`src/wdog_defines.vh`:
```
`ifndef WDOG_DEFINES_VH
`define WDOG_DEFINES_VH
// Timed-access key values
`define TA_KEY1           8'hAA
`define TA_KEY2           8'h55
// Timed-access window length in clocks
`define TA_WINDOW         2'h3
// Gap between interrupt flag and reset flag
`define WDOG_RESET_GAP    10'h200
// Timeout exponent bases
`define WDOG_BASE_4X      6'h0F
`define WDOG_BASE_2X      6'h10
`define WDOG_BASE_MID     6'h11
`define WDOG_BASE_SLOW    6'h19
// Divider codes
`define CLK_DIV_00        2'h0
`define CLK_DIV_11        2'h3
// Reset output pulse lengths in clocks
`define RST_LONG_CLKS     17'h10000
`define MACHINE_CYCLE     17'h4
`define RST_WDOG_CLKS     17'h8
`define RST_EXT_CLKS      17'h4
// Reset and interrupt vectors
`define VEC_RESET         16'h0000
`define VEC_SUPPLY_WARN   16'h0033
`endif

```
`src/timed_access.v`:
```
`timescale 1ns/1ps
`include "wdog_defines.vh"
// Opens a short write window after the two-key sequence
module timed_access
(
  input  wire       clk_in,
  input  wire       rst_n_in,
  input  wire       ta_wr_in,
  input  wire [7:0] ta_data_in,
  input  wire       prot_wr_in,
  output wire       open_out
);
  reg       key1_r;
  reg [1:0] win_r;

  assign open_out = (win_r != 2'h0);

  always @(posedge clk_in or negedge rst_n_in)
  begin
    if (!rst_n_in)
    begin
      key1_r <= 1'b0;
      win_r  <= 2'h0;
    end
    else
    begin
      if (ta_wr_in)
      begin
        key1_r <= (ta_data_in == `TA_KEY1);
        if (key1_r && ta_data_in == `TA_KEY2)
          win_r <= `TA_WINDOW;
        else
          win_r <= 2'h0;
      end
      else if (prot_wr_in && open_out)
        win_r <= 2'h0;
      else if (open_out)
        win_r <= win_r - 2'h1;
    end
  end
endmodule // timed_access

```
`src/watchdog_and_reset_supervisor.v`:
```
`timescale 1ns/1ps
`include "wdog_defines.vh"
module watchdog_and_reset_supervisor
#(
  parameter [16:0] LONG_RESET_CLKS = `RST_LONG_CLKS
)
(
  input  wire       clk_in,
  input  wire       rst_n_in,
  input  wire       supply_low_in,
  input  wire       supply_warn_in,
  input  wire       osc_fail_in,
  input  wire       ext_reset_in,
  input  wire       ta_wr_in,
  input  wire [7:0] ta_data_in,
  input  wire       ctl_wr_in,
  input  wire [7:0] ctl_data_in,
  input  wire       flag_clr_in,
  input  wire [1:0] timeout_sel_in,
  input  wire       clock_multiplier_sel_in,
  input  wire [1:0] clock_divide_sel_in,
  input  wire       wdog_irq_enable_in,
  output reg  [7:0] wdog_control_reg_out,
  output reg        wdog_irq_out,
  output reg        supply_warning_irq_out,
  output reg  [15:0] irq_vector_out,
  output reg        cpu_reset_out,
  output reg        reset_out_n,
  output reg  [15:0] start_addr_out
);
  // ****************************************
  // Control byte bit positions
  // ****************************************
  localparam POR_BIT = 6;
  localparam PFW_EN_BIT = 5;
  localparam PFW_FLAG_BIT = 4;
  localparam WIF_BIT = 3;
  localparam WRF_BIT = 2;
  localparam WRE_BIT = 1;
  localparam RESTART_BIT = 0;

  localparam ST_RUN = 2'h0;
  localparam ST_LONG = 2'h1;
  localparam ST_SHORT = 2'h2;

  reg  [34:0] wd_cnt_r;
  reg  [9:0]  gap_cnt_r;
  reg         gap_run_r;
  reg         wdog_irq_flag_r;
  reg         wdog_reset_flag_r;
  reg         wdog_reset_enable_r;
  reg         supply_warning_enable_r;
  reg         supply_warning_flag_r;
  reg         por_flag_r;
  reg  [1:0]  state_r;
  reg  [16:0] rst_cnt_r;
  wire        ta_open;
  wire        prot_wr;
  wire [5:0]  tmo_exp;
  wire        wd_tick;
  wire        wd_restart;
  wire        wd_fire;

  // ****************************************
  // Timeout exponent
  // ****************************************
  function [5:0] base_exp;
    input       mult4x;
    input [1:0] div;
    begin
      if (div == `CLK_DIV_11)
        base_exp = `WDOG_BASE_SLOW;
      else if (div != `CLK_DIV_00)
        base_exp = `WDOG_BASE_MID;
      else if (mult4x)
        base_exp = `WDOG_BASE_4X;
      else
        base_exp = `WDOG_BASE_2X;
    end
  endfunction

  assign tmo_exp = base_exp(clock_multiplier_sel_in, clock_divide_sel_in)
                   + {3'h0, timeout_sel_in, 1'b0} + {4'h0, timeout_sel_in};

  // Counter reaches all ones below the selected bit; compare against that all-ones mask gives one tick per 2^exp clocks
  assign wd_tick    = (wd_cnt_r == ((35'h1 << tmo_exp) - 35'h1));
  assign prot_wr    = ctl_wr_in && ta_open;
  assign wd_restart = prot_wr && ctl_data_in[RESTART_BIT];
  assign wd_fire    = gap_run_r && (gap_cnt_r == `WDOG_RESET_GAP - 10'h1);

  timed_access u_ta
  (
    .clk_in     (clk_in),
    .rst_n_in   (rst_n_in),
    .ta_wr_in   (ta_wr_in),
    .ta_data_in (ta_data_in),
    .prot_wr_in (ctl_wr_in),
    .open_out   (ta_open)
  );

  // ****************************************
  // Watchdog counter and flags
  // ****************************************
  always @(posedge clk_in or negedge rst_n_in)
  begin
    if (!rst_n_in)
    begin
      wd_cnt_r <= 35'h0;
      gap_cnt_r <= 10'h0;
      gap_run_r <= 1'b0;
      wdog_irq_flag_r <= 1'b0;
      wdog_reset_flag_r <= 1'b0;
      wdog_reset_enable_r <= 1'b0;
      supply_warning_enable_r <= 1'b0;
      supply_warning_flag_r <= 1'b0;
      por_flag_r <= 1'b1;
    end
    else if (cpu_reset_out)
    begin
      // Processor reset clears control but keeps reset-cause flags
      wd_cnt_r <= 35'h0;
      gap_cnt_r <= 10'h0;
      gap_run_r <= 1'b0;
      wdog_irq_flag_r <= 1'b0;
      wdog_reset_enable_r <= 1'b0;
      supply_warning_enable_r <= 1'b0;
      if (state_r == ST_LONG && supply_low_in)
        por_flag_r <= 1'b1;
    end
    else
    begin
      if (wd_restart)
      begin
        wd_cnt_r <= 35'h0;
        gap_run_r <= 1'b0;
        gap_cnt_r <= 10'h0;
      end
      else if (wd_tick)
      begin
        wd_cnt_r <= 35'h0;
        gap_run_r <= 1'b1;
        gap_cnt_r <= 10'h0;
      end
      else
      begin
        wd_cnt_r <= wd_cnt_r + 35'h1;
        if (wd_fire)
          gap_run_r <= 1'b0;
        else if (gap_run_r)
          gap_cnt_r <= gap_cnt_r + 10'h1;
      end
      if (prot_wr)
        wdog_reset_enable_r <= ctl_data_in[WRE_BIT];
      if (ctl_wr_in)
        supply_warning_enable_r <= ctl_data_in[PFW_EN_BIT];
      // Set beats clear; flags clear by software writing zero, but the reset flag clears on flag_clr_in
      if (wd_tick && !wd_restart)
        wdog_irq_flag_r <= 1'b1;
      else if (prot_wr && !ctl_data_in[WIF_BIT])
        wdog_irq_flag_r <= 1'b0;
      if (wd_fire && !wd_restart)
        wdog_reset_flag_r <= 1'b1;
      else if (flag_clr_in)
        wdog_reset_flag_r <= 1'b0;
      if (supply_warn_in)
        supply_warning_flag_r <= 1'b1;
      else if (ctl_wr_in && !ctl_data_in[PFW_FLAG_BIT])
        supply_warning_flag_r <= 1'b0;
      if (prot_wr && !ctl_data_in[POR_BIT])
        por_flag_r <= 1'b0;
    end
  end

  // ****************************************
  // Reset sequencer
  // ****************************************
  always @(posedge clk_in or negedge rst_n_in)
  begin
    if (!rst_n_in)
    begin
      state_r <= ST_LONG;
      rst_cnt_r <= 17'h0;
      cpu_reset_out <= 1'b1;
      reset_out_n <= 1'b0;
      start_addr_out <= `VEC_RESET;
    end
    else
    begin
      start_addr_out <= `VEC_RESET;
      case (state_r)
        ST_RUN:
        begin
          if (supply_low_in || osc_fail_in)
          begin
            state_r <= ST_LONG;
            rst_cnt_r <= 17'h0;
            cpu_reset_out <= 1'b1;
            reset_out_n <= 1'b0;
          end
          else if (wd_fire && !wd_restart && wdog_reset_enable_r)
          begin
            state_r <= ST_SHORT;
            rst_cnt_r <= `RST_WDOG_CLKS - 17'h1;
            cpu_reset_out <= 1'b1;
            reset_out_n <= 1'b0;
          end
          else if (ext_reset_in)
          begin
            state_r <= ST_SHORT;
            rst_cnt_r <= `RST_EXT_CLKS - 17'h1;
            cpu_reset_out <= 1'b1;
            reset_out_n <= 1'b0;
          end
        end
        ST_LONG:
        begin
          // Supply low restarts the full count on recovery
          if (supply_low_in || osc_fail_in)
            rst_cnt_r <= 17'h0;
          else if (rst_cnt_r == LONG_RESET_CLKS - 17'h1)
          begin
            state_r <= ST_RUN;
            cpu_reset_out <= 1'b0;
            reset_out_n <= 1'b1;
          end
          else
            rst_cnt_r <= rst_cnt_r + 17'h1;
        end
        ST_SHORT:
        begin
          if (supply_low_in || osc_fail_in)
          begin
            state_r <= ST_LONG;
            rst_cnt_r <= 17'h0;
          end
          else if (rst_cnt_r == 17'h0)
          begin
            // External reset is held while its input stays high
            if (!ext_reset_in)
            begin
              state_r <= ST_RUN;
              cpu_reset_out <= 1'b0;
              reset_out_n <= 1'b1;
            end
          end
          else
            rst_cnt_r <= rst_cnt_r - 17'h1;
        end
        default:
          state_r <= ST_LONG;
      endcase
    end
  end

  // ****************************************
  // Outputs
  // ****************************************
  always @(posedge clk_in or negedge rst_n_in)
  begin
    if (!rst_n_in)
    begin
      wdog_control_reg_out <= 8'h00;
      wdog_irq_out <= 1'b0;
      supply_warning_irq_out <= 1'b0;
      irq_vector_out <= `VEC_RESET;
    end
    else
    begin
      wdog_control_reg_out <= {1'b0, por_flag_r, supply_warning_enable_r, supply_warning_flag_r,
                               wdog_irq_flag_r, wdog_reset_flag_r, wdog_reset_enable_r, 1'b0};
      wdog_irq_out <= wdog_irq_flag_r && wdog_irq_enable_in;
      supply_warning_irq_out <= supply_warning_flag_r && supply_warning_enable_r;
      irq_vector_out <= `VEC_SUPPLY_WARN;
    end
  end
endmodule // watchdog_and_reset_supervisor

```
`config.mk`:
```
export PLATFORM = sky130hd
export DESIGN_NAME = watchdog_and_reset_supervisor
export DESIGN_NICKNAME = d
export VERILOG_FILES = /design/src/timed_access.v /design/src/watchdog_and_reset_supervisor.v
export VERILOG_INCLUDE_DIRS = /design/src
export SDC_FILE = /design/constraint.sdc
export NUM_CORES = 1
export LEC_CHECK = 0
export BUFFER_PORTS_ARGS = -buffer_cell sky130_fd_sc_hd__clkbuf_2
export CAP_MARGIN = 5
export CELL_PAD_IN_SITES_DETAIL_PLACEMENT = 1
export CELL_PAD_IN_SITES_GLOBAL_PLACEMENT = 2
export CORE_MARGIN = 10
export CORE_UTILIZATION = 25
export DETAILED_ROUTE_END_ITERATION = 8
export GPL_ROUTABILITY_DRIVEN = 0
export GPL_TIMING_DRIVEN = 0
export HOLD_SLACK_MARGIN = 0.02
export PLACE_DENSITY = 0.67
export SLEW_MARGIN = 25
export SYNTH_ARGS = -nofsm -noshare
export SYNTH_HDL_FRONTEND = slang
export SYNTH_HIERARCHICAL = 1
export SYNTH_SLANG_ARGS = --single-unit
```
`constraint.sdc`:
```
create_clock -name clk_in -period 3.15 [get_ports clk_in]
set_input_delay 0.4725 -clock clk_in [delete_from_list [all_inputs] [get_ports clk_in]]
set_output_delay 0.4725 -clock clk_in [all_outputs]
set_load 0.02 [all_outputs]
```
# --- Word level (Yosys, flattened, before mapping) ---
# Cells that the tools add are included.
op_classes:
  shift: 1
  add_sub_neg: 8
  n_reduce_logical: 39
  n_mux: 68
  eq_ne: 20
  n_bitwise: 1
ops:
  columns: ["cell", "count"]
  rows:
  - ["17-bit 2-to-1 mux", 7]
  - ["35-bit 2-to-1 mux", 3]
  - ["17-bit one-hot mux with 3 select lines", 1]
  - ["10-bit 2-to-1 mux", 5]
  - ["35-bit by 1-bit adder with 35-bit output (second input constant)", 1]
  - ["35-bit == test", 1]
  - ["1-bit by 6-bit left shift with 35-bit output (first input constant)", 1]
  - ["35-bit by 1-bit subtractor with 35-bit output (second input constant)", 1]
  - ["1-bit 2-to-1 mux", 34]
  - ["2-bit 2-to-1 mux", 12]
  - ["17-bit by 1-bit adder with 17-bit output (second input constant)", 1]
  - ["17-bit by 16-bit == test with 1-bit output (second input constant)", 1]
  - ["17-bit zero test", 1]
  - ["17-bit by 1-bit subtractor with 17-bit output (second input constant)", 1]
  - ["2-bit nonzero test", 7]
  - ["1-bit logical AND", 13]
  - ["6-bit 2-to-1 mux", 2]
  - ["3-bit != test (second input constant)", 4]
  - ["10-bit by 1-bit adder with 10-bit output (second input constant)", 1]
  - ["10-bit by 9-bit == test with 1-bit output (second input constant)", 1]
  - ["3-bit nonzero test", 3]
  - ["8-bit by 7-bit == test with 1-bit output (second input constant)", 1]
  - ["8-bit == test (second input constant)", 1]
  - ["2-bit != test (second input constant)", 4]
  - ["other kinds (19)", 30]
word_totals:
  regBits: 85
  word_cells: 156

# --- Longest topological paths before layout ---
logic_depth:
  word_depth: 11
  ltp_mapped: 24
  ltp_nobuf: 20

# --- Cells and area by module ---
# Netlist, hierarchy kept.
by_module_without_submodules:
  columns: ["mod", "seq_area_each_um2", "area_each_um2", "n_inst", "cells_per_inst"]
  rows:
  - ["watchdog_and_reset_supervisor", 2055.7, 6353.6, 1, 784]
  - ["timed_access", 75.1, 202.7, 1, 21]

# --- Worst setup path after synthesis ---
# No wires, ideal clock.
synth_timing:
  path_type: "in2reg"
  startpoint: "input clock_divide_sel_in[1]"
  endpoint: "register wd_cnt_r[25]"
  arrival_time_ns: 4.873
  setup_ns: 0.120
  path_slack_ns: -1.843
  n_path_buf: 6
  stages: 22
  required_time_ns: 3.030
  cell_sequence: "buf_2 > or4b_1 > buf_2 > buf_6 > nand2_1 > inv_1 > fa_1 > clkbuf_1 > nand2b_1 > or4_1 > ha_1 > nor4b_1 > nand4_1 > o211ai_1 > xnor2_1 > o311a_1 > o2111ai_1 > nor4_2 > a21o_1 > buf_4 > buf_6 > nor2_1"
synth_via:
  elab_chain_cells: 11
  word_cells_on_any_way: 12
  classes_between: "add/sub (3); eq/ne (2); shift (1); mux (5); reduce/logical (1)"
synth_rtl:
  columns: ["item", "line_no", "source"]
  rows:
  - ["from (decl)", "watchdog_and_reset_supervisor.v:21", "input wire [1:0] clock_divide_sel_in,"]
  - ["2-bit nonzero test (no line)", null, null]
  - ["6-bit 2-to-1 mux", "watchdog_and_reset_supervisor.v:73", "else if (div != `CLK_DIV_00)"]
  - ["6-bit 2-to-1 mux *", "watchdog_and_reset_supervisor.v:71", "if (div == `CLK_DIV_11)"]
  - ["6-bit by 3-bit adder with 6-bit output *", "watchdog_and_reset_supervisor.v:83", "+ {3'h0, timeout_sel_in, 1'b0} + {4'h0, timeout_sel_in};"]
  - ["6-bit by 2-bit adder with 6-bit output *", "watchdog_and_reset_supervisor.v:83", null]
  - ["1-bit by 6-bit left shift with 35-bit output *", "watchdog_and_reset_supervisor.v:86", "assign wd_tick = (wd_cnt_r == ((35'h1 << tmo_exp) - 35'h1));"]
  - ["35-bit by 1-bit subtractor with 35-bit output *", "watchdog_and_reset_supervisor.v:86", null]
  - ["35-bit == test *", "watchdog_and_reset_supervisor.v:86", null]
  - ["35-bit 2-to-1 mux *", "watchdog_and_reset_supervisor.v:138", "else if (wd_tick)"]
  - ["35-bit 2-to-1 mux *", "watchdog_and_reset_supervisor.v:132", "if (wd_restart)"]
  - ["35-bit 2-to-1 mux *", "watchdog_and_reset_supervisor.v:118", "else if (cpu_reset_out)"]
  - ["to (signal assigned)", "watchdog_and_reset_supervisor.v:146", "wd_cnt_r <= wd_cnt_r + 35'h1;"]
  - ["to (decl)", "watchdog_and_reset_supervisor.v:46", "reg [34:0] wd_cnt_r;"]
# Every way passes the cells marked *; elsewhere a longest branch is shown, timed or not.
# A chain may end at the register's enable or synchronous reset.

# --- Worst setup path after layout ---
layout_timing:
  startpoint: "input clock_divide_sel_in[0]"
  endpoint: "register gap_cnt_r[7]"
layout_via:
  elab_chain_cells: 11
  word_cells_on_any_way: 15
  classes_between: "add/sub (3); eq/ne (3); shift (1); mux (5); reduce/logical (3)"
layout_rtl:
  columns: ["item", "line_no", "source"]
  rows:
  - ["2-bit nonzero test (no line)", null, null]
  - ["6-bit 2-to-1 mux", "watchdog_and_reset_supervisor.v:73", null]
  - ["6-bit 2-to-1 mux *", "watchdog_and_reset_supervisor.v:71", null]
  - ["6-bit by 3-bit adder with 6-bit output *", "watchdog_and_reset_supervisor.v:83", null]
  - ["6-bit by 2-bit adder with 6-bit output *", "watchdog_and_reset_supervisor.v:83", null]
  - ["1-bit by 6-bit left shift with 35-bit output *", "watchdog_and_reset_supervisor.v:86", null]
  - ["35-bit by 1-bit subtractor with 35-bit output *", "watchdog_and_reset_supervisor.v:86", null]
  - ["35-bit == test *", "watchdog_and_reset_supervisor.v:86", null]
  - ["10-bit 2-to-1 mux", "watchdog_and_reset_supervisor.v:138", null]
  - ["10-bit 2-to-1 mux", "watchdog_and_reset_supervisor.v:132", null]
  - ["10-bit 2-to-1 mux", "watchdog_and_reset_supervisor.v:118", null]
  - ["to (signal assigned)", "watchdog_and_reset_supervisor.v:150", "gap_cnt_r <= gap_cnt_r + 10'h1;"]
  - ["to (decl)", "watchdog_and_reset_supervisor.v:47", "reg [9:0] gap_cnt_r;"]
# Marks and branches as above.

==> flow_metrics.tcl <==
set metrics [dict create \
    status "finished with violations" \
    violations "negative setup slack" \
    critical_path.endpoint "gap_cnt_r[7]$_DFFE_PN0P_" \
    yosys-top-cells-area "dfrtp_1 31%, nor2_1 5.7%, xnor2_1 5.6%" \
    cts_tree "done" \
    place.detailed.hpwl_mm 16.6 \
    antenna_found_initial 0 \
    regArea_sq_um 2130 \
    syn_inst 805 \
    wl_per_cell_um 18.0 \
    slew_viol_final 0 \
    final_hold_viol_count 0 \
    syn2layout_area_growth_pct 24.5 \
    tightest_slew_ns 0.842 \
    cts_buffer_depth 2 \
    drv_cap 0 \
    fp.dieH_um 182 \
    drive_gt1_frac 0.218 \
    crit_path_end_kind "flip-flop" \
    cp_slowest_cell "fa_2" \
    h-tree-depth 3 \
    synth_most_common_cell "nor2_1" \
    die-area_sq_um 33100 \
    drcViolationCount 0 \
    final.min_clock_period_ns 4.68 \
    synth-seq-area-share 0.325 \
    r2r_setup_slack_ns 0.15 \
    hp-class "in -> reg" \
    ir_drop_mv 0.365 \
    dr.pass1.iters 5 \
    crit_type "in -> reg" \
    yosysWarningCount 6 \
    syn_avg_cell_area_sq_um 8.14 \
    clk_pin_slew_ns 0.06 \
    multiInputGateArea_sq_um 4200 \
    cts.sinks 85 \
    cts_made_buffers 9 \
    antenna_cells 0 \
    path_depth 20 \
    crit_buf_inv 5 \
    grt_pass1_wl_mm 35.9 \
    r2r_cells 13 \
    setup_violations 47 \
    initial_core_util 0.253 \
    timing.rr.end "rst_cnt_r[10]$_DFFE_PN0P_" \
    nets 952 \
    critical_path.startpoint "clock_divide_sel_in[0]" \
    via_per_inst 5.02 \
    die-width_um 182 \
    yosysTopAreaCell "dfrtp_1" \
    io_pins 75 \
    rsz0062_at_grt "true" \
    worstPathCellList "buf_12 > or4b_4 > buf_12 > nand2_4 > inv_2 > fa_2 > nand2b_4 > or4_4 > ha_4 > nor4b_4 > nand4_1 > o211ai_1 > xnor2_1 > o311a_1 > o2111ai_2 > nor4_4 > a21o_1 > buf_8 > buf_8 > nor2_2" \
    setup_ws_ns -1.53 \
    ant_nets 0 \
    pre_cts_ws_ns -2.19 \
    syn_area_sq_um 6560 \
    crit_fanout 6 \
    core_area_sq_um 25900 \
    drt-total-wl_mm 22.4 \
    crit_required_ns 3.37 \
    slowest_delay_ns 0.64 \
    fill_cells 3099 \
    synth-edff-count 0 \
    cpLargestDelayFamily "simple AND/OR/NAND/NOR gates" \
    yosys.cell_types.count 81 \
    ys_seq_elements 85 \
    synth_top_cell_area_share 0.313 \
    skew_ns 0.00778 \
    yosys-top-cells-count "100 x nor2_1, 82 x dfrtp_1, 69 x nand2_1" \
    num_vias 6242 \
    drt_iter0_drc 346 \
    worstPathArrival_ns 4.91 \
    start_kind "primary input" \
    cts-root-buf "clkbuf_16" \
    fmax_mhz 214 \
    synthArstFlopShare 1.00 \
    grt_max_degree 78 \
    ys.flop_type "dfrtp_1" \
    rr_startpoint "rst_cnt_r[3]$_DFFE_PN0P_" \
    grt_pass1_vias 6319 \
    slew_headroom 0.423 \
    num_rows 59 \
    clock_latency_ns 0.34 \
    post-route-period-util 1.49 \
    p_leak_uw 0.00343 \
    grt_use_total 0.132 \
    port_buffers 40 \
    powerDensity_nw_per_um2 553 \
    grt_overflow 0 \
    fin_setup_tns_ns -70.37 \
]
[cell families (layout without fill, tap and decap cells)]
logic type               Yosys count  count (layout)  synth area share
AO/OA/AOI/OAI                    179             179             0.186
XOR/XNOR                          73              73            0.0975
AND/OR/NAND/NOR                  331             331             0.253
flip-flops                        85              85             0.325
buffers and inverters            110             185            0.0889
multiplexers                       8               8            0.0149
other                              2              31           0.00115
adder cells (fa/ha/maj)           17              17            0.0336
[how the worst min path moves through the flow]
stage / from / endpoint / slack [ns] / cells after the start
after detailed placement: rst_n_in / irq_vector_out[0]$_DFF_PN0_ / 0.32 / 1
after global placement: wdog_reset_flag_r$_DFFE_PN0P_ / wdog_control_reg_out[2]$_DFF_PN0_ / 0.36 / 0
after CTS: wdog_irq_enable_in / wdog_irq_out$_DFF_PN0_ / 0.33 / 2
after global routing: wdog_irq_enable_in / wdog_irq_out$_DFF_PN0_ / 0.34 / 2
final: wdog_irq_enable_in / wdog_irq_out$_DFF_PN0_ / 0.34 / 2
after floorplan: rst_n_in / gap_cnt_r[0]$_DFFE_PN0P_ / 0.18 / 0
[stage by stage]
stage | cell area [sq um] | std cells | power (uW) | hold WS, ns | utilization
6_report | 8160 | 1244 | 4520 | 0.343 | 0.315
5_1_grt | 8160 | 1244 | 4840 | 0.344 | 0.315
4_1_cts | 8000 | 1241 | 4430 | 0.331 | 0.309
3_5_place_dp | 7460 | 1211 | 3230 | 0.316 | 0.288
3_3_place_gp | 7410 | 1209 | 3210 | 0.363 | 0.286
2_1_floorplan | 6790 | 834 | 2630 | 0.177 | -
[routing by layer]
layer / vias up / track usage / part of all wire
li1: 3004 / - / -
met1: 3072 / 0.183 / 0.49
met2: 150 / 0.207 / 0.45
met3: 16 / 0.0229 / 0.046
met4: 0 / 0.0342 / 0.012
met5: - / 0 / 0
[registers in the layout, summed over array words and instances (netlist names), 2 cells and up]
signal	flops
gap_cnt_r	10
rst_cnt_r	17
state_r	2
u_ta/win_r	2
wd_cnt_r	35
wdog_control_reg_out	6
[cell type report]
cell class / instances / area share
multi-input cells: 639 / 0.515
flip-flops and latches: 85 / 0.261
plain buffers: 74 / 0.0651
repair buffers: 63 / 0.0584
well taps: 335 / 0.0513
clock buffers: 11 / 0.0297
inverters: 32 / 0.0147
clock inverters: 5 / 0.00444
[cells in the final DEF (no fill, tap or decap), drive strengths merged, types with 3 or more instances in the layout]
master | netlist | layout
dfstp | 3 | 3
xnor2 | 42 | 42
clkinv | 0 | 5
and2 | 4 | 4
a22oi | 4 | 4
dfrtp | 82 | 82
o31ai | 5 | 5
nor4b | 4 | 4
conb | 2 | 31
o221ai | 4 | 4
nor2 | 100 | 100
a221oi | 5 | 5
nand4 | 19 | 19
nand2b | 9 | 9
or3 | 5 | 5
o21a | 5 | 5
clkbuf | 31 | 80
nor3b | 5 | 5
xor2 | 31 | 31
nand3 | 37 | 37
o22ai | 5 | 5
nor3 | 29 | 29
a21o | 6 | 6
a21oi | 31 | 31
and4 | 7 | 7
mux2i | 6 | 6
a2bb2oi | 3 | 3
ha | 16 | 16
buf | 47 | 67
nor4 | 13 | 13
a21boi | 4 | 4
nand2 | 69 | 69
a211oi | 11 | 11
and3 | 16 | 16
a31oi | 6 | 6
o21ai | 52 | 52
nor2b | 5 | 5
o21bai | 4 | 4
inv | 32 | 32
o211ai | 7 | 7
[power breakdown]
group          switching, uW  internal, uW
combinational           1350           832
clock                    456           558
sequential               115          1210
total                   1920          2600
[what timing repair did]
item                                    in CTS  in global routing
pin swaps                                    6                  3
buffers inserted                            14                  3
gates resized for setup                     36                 42
endpoints found under the setup margin      64                 62
hold endpoints to repair                     7                  0
cloned                                       1                  2
hold buffers                                 1                  0
Note: power is estimated with default switching activity, not from simulation.
